==> src/core/mpg_pkg.sv <==
// Package for the multi-purpose pin and output gating block.
// Assumes APB register access with one 32-bit word per register index.
package mpg_pkg;

  localparam int unsigned NUM_PLL  = 3;
  localparam int unsigned NUM_BANK = 6;
  localparam int unsigned NUM_IN   = 6;
  localparam int unsigned NUM_CFG  = 4;

  // Register indices; the byte address is four times the index.
  localparam logic [5:0] IDX_MODE      = 6'h04;
  localparam logic [5:0] IDX_IN_EN     = 6'h06;
  localparam logic [5:0] IDX_SHUT      = 6'h1c;
  localparam logic [5:0] IDX_SUSP      = 6'h1d;
  localparam logic [5:0] IDX_PLL_PAUSE = 6'h1e;
  localparam logic [5:0] IDX_DIV_SEL   = 6'h20;
  localparam logic [5:0] IDX_REF_CTL   = 6'h21;
  localparam logic [5:0] IDX_STYLE     = 6'h22;
  localparam logic [5:0] IDX_SRC       = 6'h23;
  localparam logic [5:0] IDX_STATUS    = 6'h24;

  // Field positions inside the shutdown control word.
  localparam int unsigned SHUT_POL_BIT  = 0;
  localparam int unsigned SHUT_ROLE_BIT = 1;
  localparam int unsigned SHUT_MASK_LSB = 8;

  // Field positions inside the status word.
  localparam int unsigned STAT_MODE_LSB  = 6;
  localparam int unsigned STAT_TRI_LSB   = 8;
  localparam int unsigned STAT_PD_LSB    = 14;
  localparam int unsigned STAT_RELCK_LSB = 17;

  // Reset values.
  localparam logic [5:0]  IN_EN_RST = 6'h3f;
  localparam logic [11:0] SRC_RST   = 12'h000;

  // Codes.
  localparam logic [1:0] STYLE_KEEP = 2'h2;
  localparam logic [1:0] SRC_REF    = 2'h3;
  localparam logic [1:0] LATCH_WAIT = 2'h2;

  typedef enum logic [1:0] {
    MPG_MODE_MAN_ALL  = 2'b00,
    MPG_MODE_MAN_ONE  = 2'b01,
    MPG_MODE_TWO_WIRE = 2'b10,
    MPG_MODE_JTAG     = 2'b11
  } mpg_mode_t;

  typedef struct packed {
    logic       ser_hi;
    logic       ser_lo;
    logic       goe;
    logic [5:0] in;
  } mpg_pins_t;

  typedef struct packed {
    logic [1:0] pll2;
    logic [1:0] pll1;
    logic [1:0] pll0;
  } mpg_cfg_sel_t;

  typedef struct packed {
    logic two_wire_data;
    logic two_wire_clk;
    logic tdi;
    logic tck;
    logic tms;
    logic trst;
  } mpg_serial_t;

endpackage : mpg_pkg

==> src/core/mpg_gate.sv <==
// Multi-purpose pin decode, configuration select and output bank gating.
// Assumes pins are level inputs, the serial-mode pin arrives as two comparator flags, and APB at REF_CLK.
//
// Local design decisions: register access over APB and the register addresses.
`timescale 1ns/1ps

module mpg_gate (
  input  wire logic                 REF_CLK,
  input  wire logic                 RESET,
  input  wire logic                 CE,
  input  wire logic                 PSEL,
  input  wire logic                 PENABLE,
  input  wire logic                 PWRITE,
  input  wire logic [7:0]           PADDR,
  input  wire logic [31:0]          PWDATA,
  output logic      [31:0]          PRDATA,
  output logic                      PREADY,
  output logic                      PSLVERR,
  input  wire mpg_pkg::mpg_pins_t   PINS,
  input  wire logic                 LOCK_FAIL_IN,
  input  wire logic                 REF_MISSING_PRI,
  input  wire logic                 REF_MISSING_SEL,
  input  wire logic                 TDO_IN,
  input  wire logic [2:0]           PLL_LOCKED,
  output logic                      MULTI_OUT0,
  output logic                      MULTI_OUT1,
  output mpg_pkg::mpg_serial_t      SERIAL,
  output logic                      PROG_ALLOW,
  output mpg_pkg::mpg_mode_t        MODE,
  output mpg_pkg::mpg_cfg_sel_t     CFG_SEL,
  output logic      [5:0]           DIV_SET_SEL,
  output logic                      REF_SELECT,
  output logic      [5:0]           BANK_TRISTATE,
  output logic      [5:0]           BANK_POWERDOWN,
  output logic      [2:0]           PLL_POWERDOWN,
  output logic      [2:0]           PLL_RELOCK,
  output logic                      OSC_POWERDOWN
);
  import mpg_pkg::*;

  mpg_pins_t    pin_s1_q;
  mpg_pins_t    pin_s2_q;
  logic [1:0]   latch_cnt_q;
  logic         latch_done_q;
  mpg_cfg_sel_t latch_cfg_q;

  logic         manual_freq_select_q;
  logic [5:0]   input_enable_bits_q;
  logic         shutdown_polarity_q;
  logic         pin_role_select_q;
  logic [5:0]   bank_pin_disable_mask_q;
  logic [5:0]   bank_suspend_mask_q;
  logic [2:0]   pll_pause_mask_q;
  logic [11:0]  post_div_set_sel_q;
  logic         primary_source_bit_q;
  logic [11:0]  bank_disable_style_q;
  logic [11:0]  bank_src_q;

  mpg_mode_t    mode_d;
  logic         prog;
  logic [5:0]   eff_in;
  mpg_cfg_sel_t cfg_d;
  logic         pause;
  logic         pin_act;
  logic         glob_off;
  logic         oe_act;
  logic [2:0]   pll_pd_d;
  logic [5:0]   tri_d;
  logic [5:0]   bank_pd_d;
  logic [5:0]   div_d;
  logic         ref_d;
  mpg_serial_t  ser_d;
  logic [2:0]   relock_d;

  logic         setup_ph;
  logic         wr_fire;
  logic [5:0]   idx;

  function automatic logic [1:0] cfg_of(input mpg_cfg_sel_t c, input logic [1:0] p);
    unique case (p)
      2'd0:    cfg_of = c.pll0;
      2'd1:    cfg_of = c.pll1;
      default: cfg_of = c.pll2;
    endcase
  endfunction : cfg_of

  function automatic logic is_mapped(input logic [5:0] i);
    is_mapped = (i == IDX_MODE) || (i == IDX_IN_EN) || (i == IDX_SHUT) || (i == IDX_SUSP) ||
                (i == IDX_PLL_PAUSE) || (i == IDX_DIV_SEL) || (i == IDX_REF_CTL) ||
                (i == IDX_STYLE) || (i == IDX_SRC) || (i == IDX_STATUS);
  endfunction : is_mapped

  // Two-flop synchroniser on every asynchronous pin.
  always_ff @(posedge REF_CLK or posedge RESET) begin
    if (RESET) begin
      pin_s1_q <= '0;
      pin_s2_q <= '0;
    end else if (CE) begin
      pin_s1_q <= PINS;
      pin_s2_q <= pin_s1_q;
    end
  end

  // Power-up capture of inputs zero to four once the synchroniser has filled.
  always_ff @(posedge REF_CLK or posedge RESET) begin
    if (RESET) begin
      latch_cnt_q  <= '0;
      latch_done_q <= 1'b0;
      latch_cfg_q  <= '0;
    end else if (CE && !latch_done_q) begin
      if (latch_cnt_q == LATCH_WAIT) begin
        latch_done_q <= 1'b1;
        latch_cfg_q  <= {1'b0, pin_s2_q.in[4:0]};
      end else begin
        latch_cnt_q <= latch_cnt_q + 2'd1;
      end
    end
  end

  assign idx      = PADDR[7:2];
  assign setup_ph = PSEL && !PENABLE;
  assign wr_fire  = CE && PSEL && PENABLE && PREADY && PWRITE && is_mapped(idx);

  // Software register file.
  always_ff @(posedge REF_CLK or posedge RESET) begin
    if (RESET) begin
      manual_freq_select_q    <= 1'b0;
      input_enable_bits_q     <= IN_EN_RST;
      shutdown_polarity_q     <= 1'b0;
      pin_role_select_q       <= 1'b0;
      bank_pin_disable_mask_q <= '0;
      bank_suspend_mask_q     <= '0;
      pll_pause_mask_q        <= '0;
      post_div_set_sel_q      <= '0;
      primary_source_bit_q    <= 1'b0;
      bank_disable_style_q    <= '0;
      bank_src_q              <= SRC_RST;
    end else if (wr_fire) begin
      unique case (idx)
        IDX_MODE:      manual_freq_select_q <= PWDATA[0];
        IDX_IN_EN:     input_enable_bits_q <= PWDATA[5:0];
        IDX_SHUT: begin
          shutdown_polarity_q     <= PWDATA[SHUT_POL_BIT];
          pin_role_select_q       <= PWDATA[SHUT_ROLE_BIT];
          bank_pin_disable_mask_q <= PWDATA[SHUT_MASK_LSB +: NUM_BANK];
        end
        IDX_SUSP:      bank_suspend_mask_q <= PWDATA[5:0];
        IDX_PLL_PAUSE: pll_pause_mask_q <= PWDATA[2:0];
        IDX_DIV_SEL:   post_div_set_sel_q <= PWDATA[11:0];
        IDX_REF_CTL:   primary_source_bit_q <= PWDATA[0];
        IDX_STYLE:     bank_disable_style_q <= PWDATA[11:0];
        IDX_SRC:       bank_src_q <= PWDATA[11:0];
        default: begin
        end
      endcase
    end
  end

  // Read data is prepared in the setup cycle so the access cycle completes at once.
  always_ff @(posedge REF_CLK or posedge RESET) begin
    if (RESET) begin
      PRDATA  <= '0;
      PREADY  <= 1'b0;
      PSLVERR <= 1'b0;
    end else if (CE) begin
      if (setup_ph) begin
        PREADY  <= 1'b1;
        PSLVERR <= !is_mapped(idx);
        PRDATA  <= '0;
        unique case (idx)
          IDX_MODE:      PRDATA[0] <= manual_freq_select_q;
          IDX_IN_EN:     PRDATA[5:0] <= input_enable_bits_q;
          IDX_SHUT: begin
            PRDATA[SHUT_POL_BIT]                <= shutdown_polarity_q;
            PRDATA[SHUT_ROLE_BIT]               <= pin_role_select_q;
            PRDATA[SHUT_MASK_LSB +: NUM_BANK]   <= bank_pin_disable_mask_q;
          end
          IDX_SUSP:      PRDATA[5:0] <= bank_suspend_mask_q;
          IDX_PLL_PAUSE: PRDATA[2:0] <= pll_pause_mask_q;
          IDX_DIV_SEL:   PRDATA[11:0] <= post_div_set_sel_q;
          IDX_REF_CTL:   PRDATA[0] <= primary_source_bit_q;
          IDX_STYLE:     PRDATA[11:0] <= bank_disable_style_q;
          IDX_SRC:       PRDATA[11:0] <= bank_src_q;
          IDX_STATUS: begin
            PRDATA[5:0]                       <= CFG_SEL;
            PRDATA[STAT_MODE_LSB +: 2]        <= MODE;
            PRDATA[STAT_TRI_LSB +: NUM_BANK]  <= BANK_TRISTATE;
            PRDATA[STAT_PD_LSB +: NUM_PLL]    <= PLL_POWERDOWN;
            PRDATA[STAT_RELCK_LSB +: NUM_PLL] <= PLL_RELOCK;
          end
          default: begin
          end
        endcase
      end else begin
        PREADY  <= 1'b0;
        PSLVERR <= 1'b0;
      end
    end
  end

  // Mode decode, input gating and configuration selection.
  always_comb begin
    pin_act  = pin_s2_q.goe ^ shutdown_polarity_q;
    glob_off = pin_role_select_q && pin_act;
    oe_act   = !pin_role_select_q && pin_act;
    if (glob_off || (!pin_s2_q.ser_hi && !pin_s2_q.ser_lo)) begin
      mode_d = manual_freq_select_q ? MPG_MODE_MAN_ONE : MPG_MODE_MAN_ALL;
    end else if (pin_s2_q.ser_hi) begin
      mode_d = MPG_MODE_TWO_WIRE;
    end else begin
      mode_d = MPG_MODE_JTAG;
    end
    prog   = (mode_d == MPG_MODE_TWO_WIRE) || (mode_d == MPG_MODE_JTAG);
    eff_in = pin_s2_q.in & input_enable_bits_q;
    pause  = 1'b0;
    ref_d  = primary_source_bit_q;
    cfg_d  = latch_cfg_q;
    unique case (mode_d)
      MPG_MODE_MAN_ALL: begin
        if (latch_done_q) begin
          cfg_d = eff_in;
        end
        ref_d = primary_source_bit_q;
      end
      MPG_MODE_MAN_ONE, MPG_MODE_TWO_WIRE, MPG_MODE_JTAG: begin
        cfg_d = latch_cfg_q;
        pause = eff_in[3];
        ref_d = primary_source_bit_q ^ eff_in[5];
      end
    endcase
    ser_d = '0;
    if (prog && !glob_off) begin
      if (mode_d == MPG_MODE_TWO_WIRE) begin
        ser_d.two_wire_data = pin_s2_q.in[0];
        ser_d.two_wire_clk  = pin_s2_q.in[1];
      end else begin
        ser_d.tdi  = pin_s2_q.in[0];
        ser_d.tck  = pin_s2_q.in[1];
        ser_d.tms  = pin_s2_q.in[2];
        ser_d.trst = pin_s2_q.in[4];
      end
    end
  end

  // Bank and PLL gating.
  always_comb begin
    logic [1:0] src;
    logic [1:0] sty;
    logic       pll_off;
    logic       oe_dis;
    src = '0;
    sty = '0;
    pll_off = 1'b0;
    oe_dis = 1'b0;
    pll_pd_d = glob_off ? 3'h0 : ({3{pause}} & pll_pause_mask_q);
    for (int b = 0; b < NUM_BANK; b++) begin
      src     = bank_src_q[2*b +: 2];
      sty     = bank_disable_style_q[2*b +: 2];
      pll_off = (src != SRC_REF) && pll_pd_d[src];
      oe_dis  = oe_act && bank_pin_disable_mask_q[b] && (sty != STYLE_KEEP);
      bank_pd_d[b] = !glob_off && ((pause && bank_suspend_mask_q[b]) || pll_off);
      tri_d[b] = glob_off || oe_dis || bank_pd_d[b] ||
                 ((src != SRC_REF) && PLL_RELOCK[src]);
      div_d[b] = (src != SRC_REF) && post_div_set_sel_q[{src, cfg_of(cfg_d, src)}];
    end
  end

  // A PLL leaving pause must relock; a new pause-end wins over a lock report.
  always_comb begin
    for (int p = 0; p < NUM_PLL; p++) begin
      if (PLL_POWERDOWN[p] && !pll_pd_d[p]) begin
        relock_d[p] = 1'b1;
      end else if (PLL_LOCKED[p] || pll_pd_d[p]) begin
        relock_d[p] = 1'b0;
      end else begin
        relock_d[p] = PLL_RELOCK[p];
      end
    end
  end

  always_ff @(posedge REF_CLK or posedge RESET) begin
    if (RESET) begin
      MODE           <= MPG_MODE_MAN_ALL;
      CFG_SEL        <= '0;
      DIV_SET_SEL    <= '0;
      REF_SELECT     <= 1'b0;
      PROG_ALLOW     <= 1'b0;
      SERIAL         <= '0;
      MULTI_OUT0     <= 1'b0;
      MULTI_OUT1     <= 1'b0;
      OSC_POWERDOWN  <= 1'b0;
      BANK_TRISTATE  <= '1;
      BANK_POWERDOWN <= '0;
      PLL_POWERDOWN  <= '0;
      PLL_RELOCK     <= '0;
    end else if (CE) begin
      MODE           <= mode_d;
      CFG_SEL        <= cfg_d;
      DIV_SET_SEL    <= div_d;
      REF_SELECT     <= ref_d;
      PROG_ALLOW     <= prog && !glob_off;
      SERIAL         <= ser_d;
      MULTI_OUT0     <= (mode_d == MPG_MODE_JTAG) ? TDO_IN : LOCK_FAIL_IN;
      MULTI_OUT1     <= (mode_d == MPG_MODE_JTAG) ? REF_MISSING_SEL : REF_MISSING_PRI;
      OSC_POWERDOWN  <= glob_off;
      BANK_TRISTATE  <= tri_d;
      BANK_POWERDOWN <= bank_pd_d;
      PLL_POWERDOWN  <= pll_pd_d;
      PLL_RELOCK     <= relock_d;
    end
  end
endmodule : mpg_gate

==> config.mk <==
export PLATFORM = sky130hd
export DESIGN_NAME = mpg_gate
export DESIGN_NICKNAME = d
export VERILOG_FILES = /design/src/core/mpg_pkg.sv /design/src/core/mpg_gate.sv
export SDC_FILE = /design/constraint.sdc
export NUM_CORES = 1
export LEC_CHECK = 0
export ABC_CLOCK_PERIOD_IN_PS = 4900
export BUFFER_PORTS_ARGS = -buffer_cell sky130_fd_sc_hd__buf_4
export CORE_MARGIN = 3
export CORE_UTILIZATION = 52
export CTS_BUF_LIST = sky130_fd_sc_hd__clkbuf_2 sky130_fd_sc_hd__clkbuf_4 sky130_fd_sc_hd__clkbuf_8
export DETAILED_ROUTE_END_ITERATION = 10
export PLACE_DENSITY = 0.81
export SYNTH_ARGS = -nofsm -noshare
export SYNTH_HDL_FRONTEND = slang
export SYNTH_SLANG_ARGS = --single-unit
==> constraint.sdc <==
create_clock -name REF_CLK -period 4.9 [get_ports REF_CLK]
set_clock_uncertainty 0.15 [all_clocks]
set_input_delay 0.49 -clock REF_CLK [delete_from_list [all_inputs] [get_ports REF_CLK]]
set_output_delay 0.49 -clock REF_CLK [all_outputs]
set_load 0.03 [all_outputs]
# Word level (Yosys, flattened, before mapping)
# Cells that the tools add are included.
# word_totals
reg_bits	152
output_inout_bits	77
# op_classes
n_addsub	1
order_cmp	12
n_eq_ne	32
mux	71
bitwise	5
n_reduce_logical	130
# ops
operator	count
$logic_and A1 B1 Y1	56
$logic_or A1 B1 Y1	38
$mux W1	31
$eq A6 B6 Y1 const B	5
$lt A4 B5 Y1 const B	6
$reduce_and A2 Y1	15
$pmux W2 S2	7
$bmux W1 S2	12
$bmux W1 S4	6
$ne A2 B2 Y1 const B	12
$pmux W4 S5	1
$eq A6 B5 Y1 const B	3
$lt A2 B3 Y1 const B	6
$mux W6	3
$pmux W3 S6	1
$eq A2 B1 Y1 const B	7
$logic_not A2 Y1	7
$eq A6 B3 Y1 const B	2
$pmux W6 S2	1
$logic_not A1 Y1	10
$pmux W1 S10	1
$pmux W1 S8	1
$pmux W2 S4	1
$pmux W1 S7	1
12 further kinds	18

# Logic depth before layout (Yosys ltp)
# logic_depth
depth_word	16
mapped_depth	8
depth_no_buf	7

# Worst setup path after synthesis
# No wires, ideal clock.
# synth_timing
path_kind	flip-flop to flip-flop
start	register manual_freq_select_q
end	register DIV_SET_SEL[1]
arrival_ns	2.288
required_ns	4.624
setup_slack_ns	2.336
path_stages_with_launch	9
path_buffers	1
path_cell_list	dfrtp_1 > nor4b_1 > a31o_2 > buf_6 > mux4_2 > o21ai_1 > mux2_2 > a211oi_1 > nor3_1
# synth_via
elab_chain_len	9
elab_cells_between_ends	12
cone_classes	eq/ne: 3; mux: 6; reduce/logical: 3
# synth_rtl
element	line	rtl
start: declaration	mpg_gate.sv:47	logic manual_freq_select_q;
start signal: assignment	mpg_gate.sv:140	IDX_MODE: manual_freq_select_q <= PWDATA[0];
$mux W1 (*)	mpg_gate.sv:207	mode_d = manual_freq_select_q ? MPG_MODE_MAN_ONE : MPG_MODE_MAN_ALL;
$mux W2 (*)	mpg_gate.sv:206	if (glob_off || (!pin_s2_q.ser_hi && !pin_s2_q.ser_lo)) begin
$eq A2 B2 Y1 / $eq A2 B1 Y1 (equally long branches)	mpg_gate.sv:218	unique case (mode_d)
$reduce_or A3 Y1	mpg_gate.sv:218	
$pmux W6 S2 (*)	mpg_gate.sv:218	
$pmux W2 S2 (*)	mpg_gate.sv:80	unique case (p)
$bmux W1 S4 (*)	mpg_gate.sv:264	div_d[b] = (src != SRC_REF) && post_div_set_sel_q[{src, cfg_of(cfg_d, src)}];
$mux W1 (not written as such) (*)	mpg_gate.sv:264	
$logic_and A1 B1 Y1 (*)	mpg_gate.sv:264	
end signal: assignment	mpg_gate.sv:299	DIV_SET_SEL <= div_d;
end: declaration	mpg_gate.sv:31	output logic [5:0] DIV_SET_SEL,
# Mark *: on every way between the ends. The rest lies on a longest branch, timed or not. The select of a mux whose other input is x is not followed.
# A chain may end at the register's enable or synchronous reset.

# Worst setup path after layout
# Ends and elaborated chain as after synthesis.

==> results.yml <==
drt:
  num_vias: 6224
  viasPerCell: 6.28
  dr.pass1.iters: 6
  wirelength_um: 20800
  drc: 0
  antenna_left: 0
  drt_iter0_markers: 676
  routedWlPerCell_um: 21.0
sta:
  drv_slew: 0
  hold_violations: 0
  max_freq_mhz: 332
  finalSetupTns_ns: 0
  timing.final.crit_share_pct: 61.5
  tightest_slew_ns: 1.10
  min_period_ns: 3.01
  setup_viol: 0
  relSlewSlack_pct: 26.7
  rsz0062_at_grt: "false"
clocking:
  cts_sinks: 152
  cts_tree: "done"
  cts_root_buf: "clkbuf_8"
  postCtsSetupBuffers: 0
  ctsResizeCount: 0
  cts_buffer_depth: 2
  numCtsBuffers: 17
  clk_pin_slew_ns: 0.08
  clock_latency_ns: 0.47
  holdBufCountCts: 0
  h-tree-depth: 4
grt:
  overflow: 0
  track_usage_pct: 25.7
  antenna_found_initial: 0
  grt_max_degree: 122
  grt_pass1_wl_um: 32400
  grt_pass1_vias: 5953
synthesis:
  syn-cell-area_um2: 7700
  yosys_warnings: 0
  synth_edf_count: 0
  synth_area_per_cell_um2: 10.8
  synth-seq-cells: 152
  synth_ff_type: "dfrtp_1"
  synthCells: 714
  yosysSeqAreaShare_pct: 49.6
  synth_cell_types: 64
  ys_async_sr_fraction_pct: 100
placed_design:
  dpl-instance-area_um2: 8530
  place_congestion: 0.959
  dp_cells: 959
  port-buffer-count: 106
  dp_hpwl_um: 15400
floorplanning:
  die_area_um2: 16300
  start_util_pct: 54.2
  fp.dieH_um: 128
  num_rows: 43
  core_area_um2: 14200
  io-pin-count: 139
  die_width_um: 128
pwr:
  ir_drop_uv: 185
  p_leak_nw: 4.15
  powerDensity_nw_per_um2: 341
critical_path:
  critPathArrivalTime_ns: 3.20
  required_ns: 5.08
  critPathKind: "reg -> reg"
  slowest_delay_ns: 0.45
  start_kind: "flop"
  crit_path_cell_trace: "nor4b_1 > a31o_2 > mux4_2 > o21ai_1 > mux2_2 > a211oi_1 > nor3_1"
  crit_path_top_delay_cell: "dfrtp_1"
  rr_worst_depth: 7
  crit_fanout: 11
  cp-end-kind: "flop"
flow_run:
  maxCapViolCount: 0
status:
  run_status: "finished, final reports clean"
final_layout:
  finalInstanceArea_um2: 8930
  final_cells: 991
  areaGrowthSynthToFinish_pct: 16.0
  fin_nets: 861
  finish.utilization_pct: 62.9
  diodes: 0
  drive_above_1_share_pct: 32.9
worst_hold_path:
  min_path_cells: 2
  hold_class: "in -> reg"
==> critical path, delay by kind of cell (launching register included) <==
family	cells	cell delay (ns)
simple gates	2	0.52
flops	1	0.45
compound gates	3	1.01
mux	2	0.75
==> synth_stat cells (all sizes together) (3+ instances only) <==
| cell | instances | area share [%] |
|---|---|---|
| or2 | 4 | 0.32 |
| a22oi | 5 | 0.55 |
| mux2i | 38 | 4.9 |
| o21ai | 32 | 2.1 |
| a211oi | 3 | 0.29 |
| nand3 | 9 | 0.58 |
| buf | 22 | 1.8 |
| o211ai | 4 | 0.39 |
| o2bb2ai | 13 | 1.5 |
| nand2 | 59 | 2.9 |
| clkbuf | 33 | 1.6 |
| a222oi | 4 | 0.52 |
| a31oi | 10 | 0.81 |
| nor2b | 7 | 0.57 |
| mux4 | 5 | 1.5 |
| dfstp | 12 | 4.1 |
| o22ai | 7 | 0.57 |
| a21oi | 38 | 2.5 |
| mux2 | 97 | 14 |
| inv | 16 | 0.78 |
| nor2 | 76 | 3.7 |
| a221oi | 12 | 1.4 |
| o21a | 4 | 0.39 |
| nor3 | 7 | 0.45 |
| a32o | 4 | 0.54 |
| a211o | 4 | 0.45 |
| and2 | 7 | 0.57 |
| nand3b | 4 | 0.39 |
| dfrtp | 140 | 45 |
| nand2b | 10 | 0.81 |
==> cell type report <==
cell class	instances	area, µm²
repair buffers	109	818
multi-input cells	501	3600
flip-flops and latches	152	3820
clock inverters	11	124
well taps	180	225
inverters	17	68.8
fillers	1107	5270
clock buffers	21	277
==> cells in the final DEF (no fill, tap or decap), types with 5 or more instances in the layout <==
master | Yosys | routed
buf_4 | 12 | 109
nor3_1 | 7 | 7
dfrtp_1 | 140 | 140
a221oi_1 | 11 | 11
mux4_2 | 5 | 5
mux2i_1 | 38 | 38
nand3_1 | 9 | 9
a31oi_1 | 10 | 10
nand2_1 | 59 | 59
dfstp_2 | 12 | 12
nand2b_1 | 10 | 10
nor2_1 | 76 | 76
and2_1 | 6 | 6
conb_1 | 1 | 12
nor2b_1 | 7 | 7
o21ai_0 | 31 | 31
a21oi_1 | 38 | 38
inv_1 | 16 | 15
mux2_2 | 92 | 92
clkbuf_8 | 0 | 19
o22ai_1 | 7 | 7
o2bb2ai_1 | 13 | 13
==> flip-flops by register name, indices dropped and copies added (netlist names), 3 cells and up <==
name                     cells
pin_s2_q                     9
bank_suspend_mask_q          6
SERIAL                       6
BANK_TRISTATE                6
post_div_set_sel_q          12
CFG_SEL                      6
pin_s1_q                     9
bank_pin_disable_mask_q      6
bank_src_q                  12
input_enable_bits_q          6
bank_disable_style_q        12
PLL_RELOCK                   3
BANK_POWERDOWN               6
DIV_SET_SEL                  6
pll_pause_mask_q             3
latch_cfg_q                  5
PRDATA                      20
PLL_POWERDOWN                3
==> cells by family after synthesis <==
| group | synth area share, % |
|---|---|
| xor gates and xnor gates | 0.553 |
| adders and majority gates | 0.162 |
| buffers and inverters | 4.22 |
| AOI/OAI and AO/OA | 13.6 |
| other | 0.0487 |
| muxes | 20.8 |
| DFF | 49.6 |
| and+or+nand+nor | 11.0 |
==> worst paths after layout <==
path | from | endpoint | slack [ns]
max in group asynchronous | RESET | PRDATA[11] | 3.47
max reg2reg | manual_freq_select_q | DIV_SET_SEL[1] | 1.89
min reg2reg | PRDATA[15] | PRDATA[15] | 0.33
min | PINS[4] | pin_s1_q[4] | 0.10
max | manual_freq_select_q | DIV_SET_SEL[1] | 1.89
min in group asynchronous | RESET | PRDATA[1] | 0.12
==> through the flow <==
step,power [W],setup WS (ns),hold slack [ns]
detailed placement,0.00211,1.66,0.312
finish,0.00305,1.89,0.102
CTS,0.00305,1.90,0.0877
global placement,0.00207,1.74,0.301
global route,0.00316,1.73,0.0876
floorplan,0.00188,0.187,0.325
==> routing by layer <==
| layer | share of wire [%] | track usage, % |
|---|---|---|
| met1 | 41 | 34.5 |
| met2 | 48 | 41.8 |
| met5 | 0 | 0 |
| met3 | 8.3 | 4.00 |
| met4 | 3.0 | 10.8 |
==> where the power goes <==
group	internal [W]	switching [W]	total (W)
logic	0.000257	0.000386	0.000643
clock network	0.000489	0.000467	0.000957
registers	0.00136	0.0000911	0.00145
total	0.00210	0.000944	0.00305
Note: power is estimated with default switching activity, not from simulation.
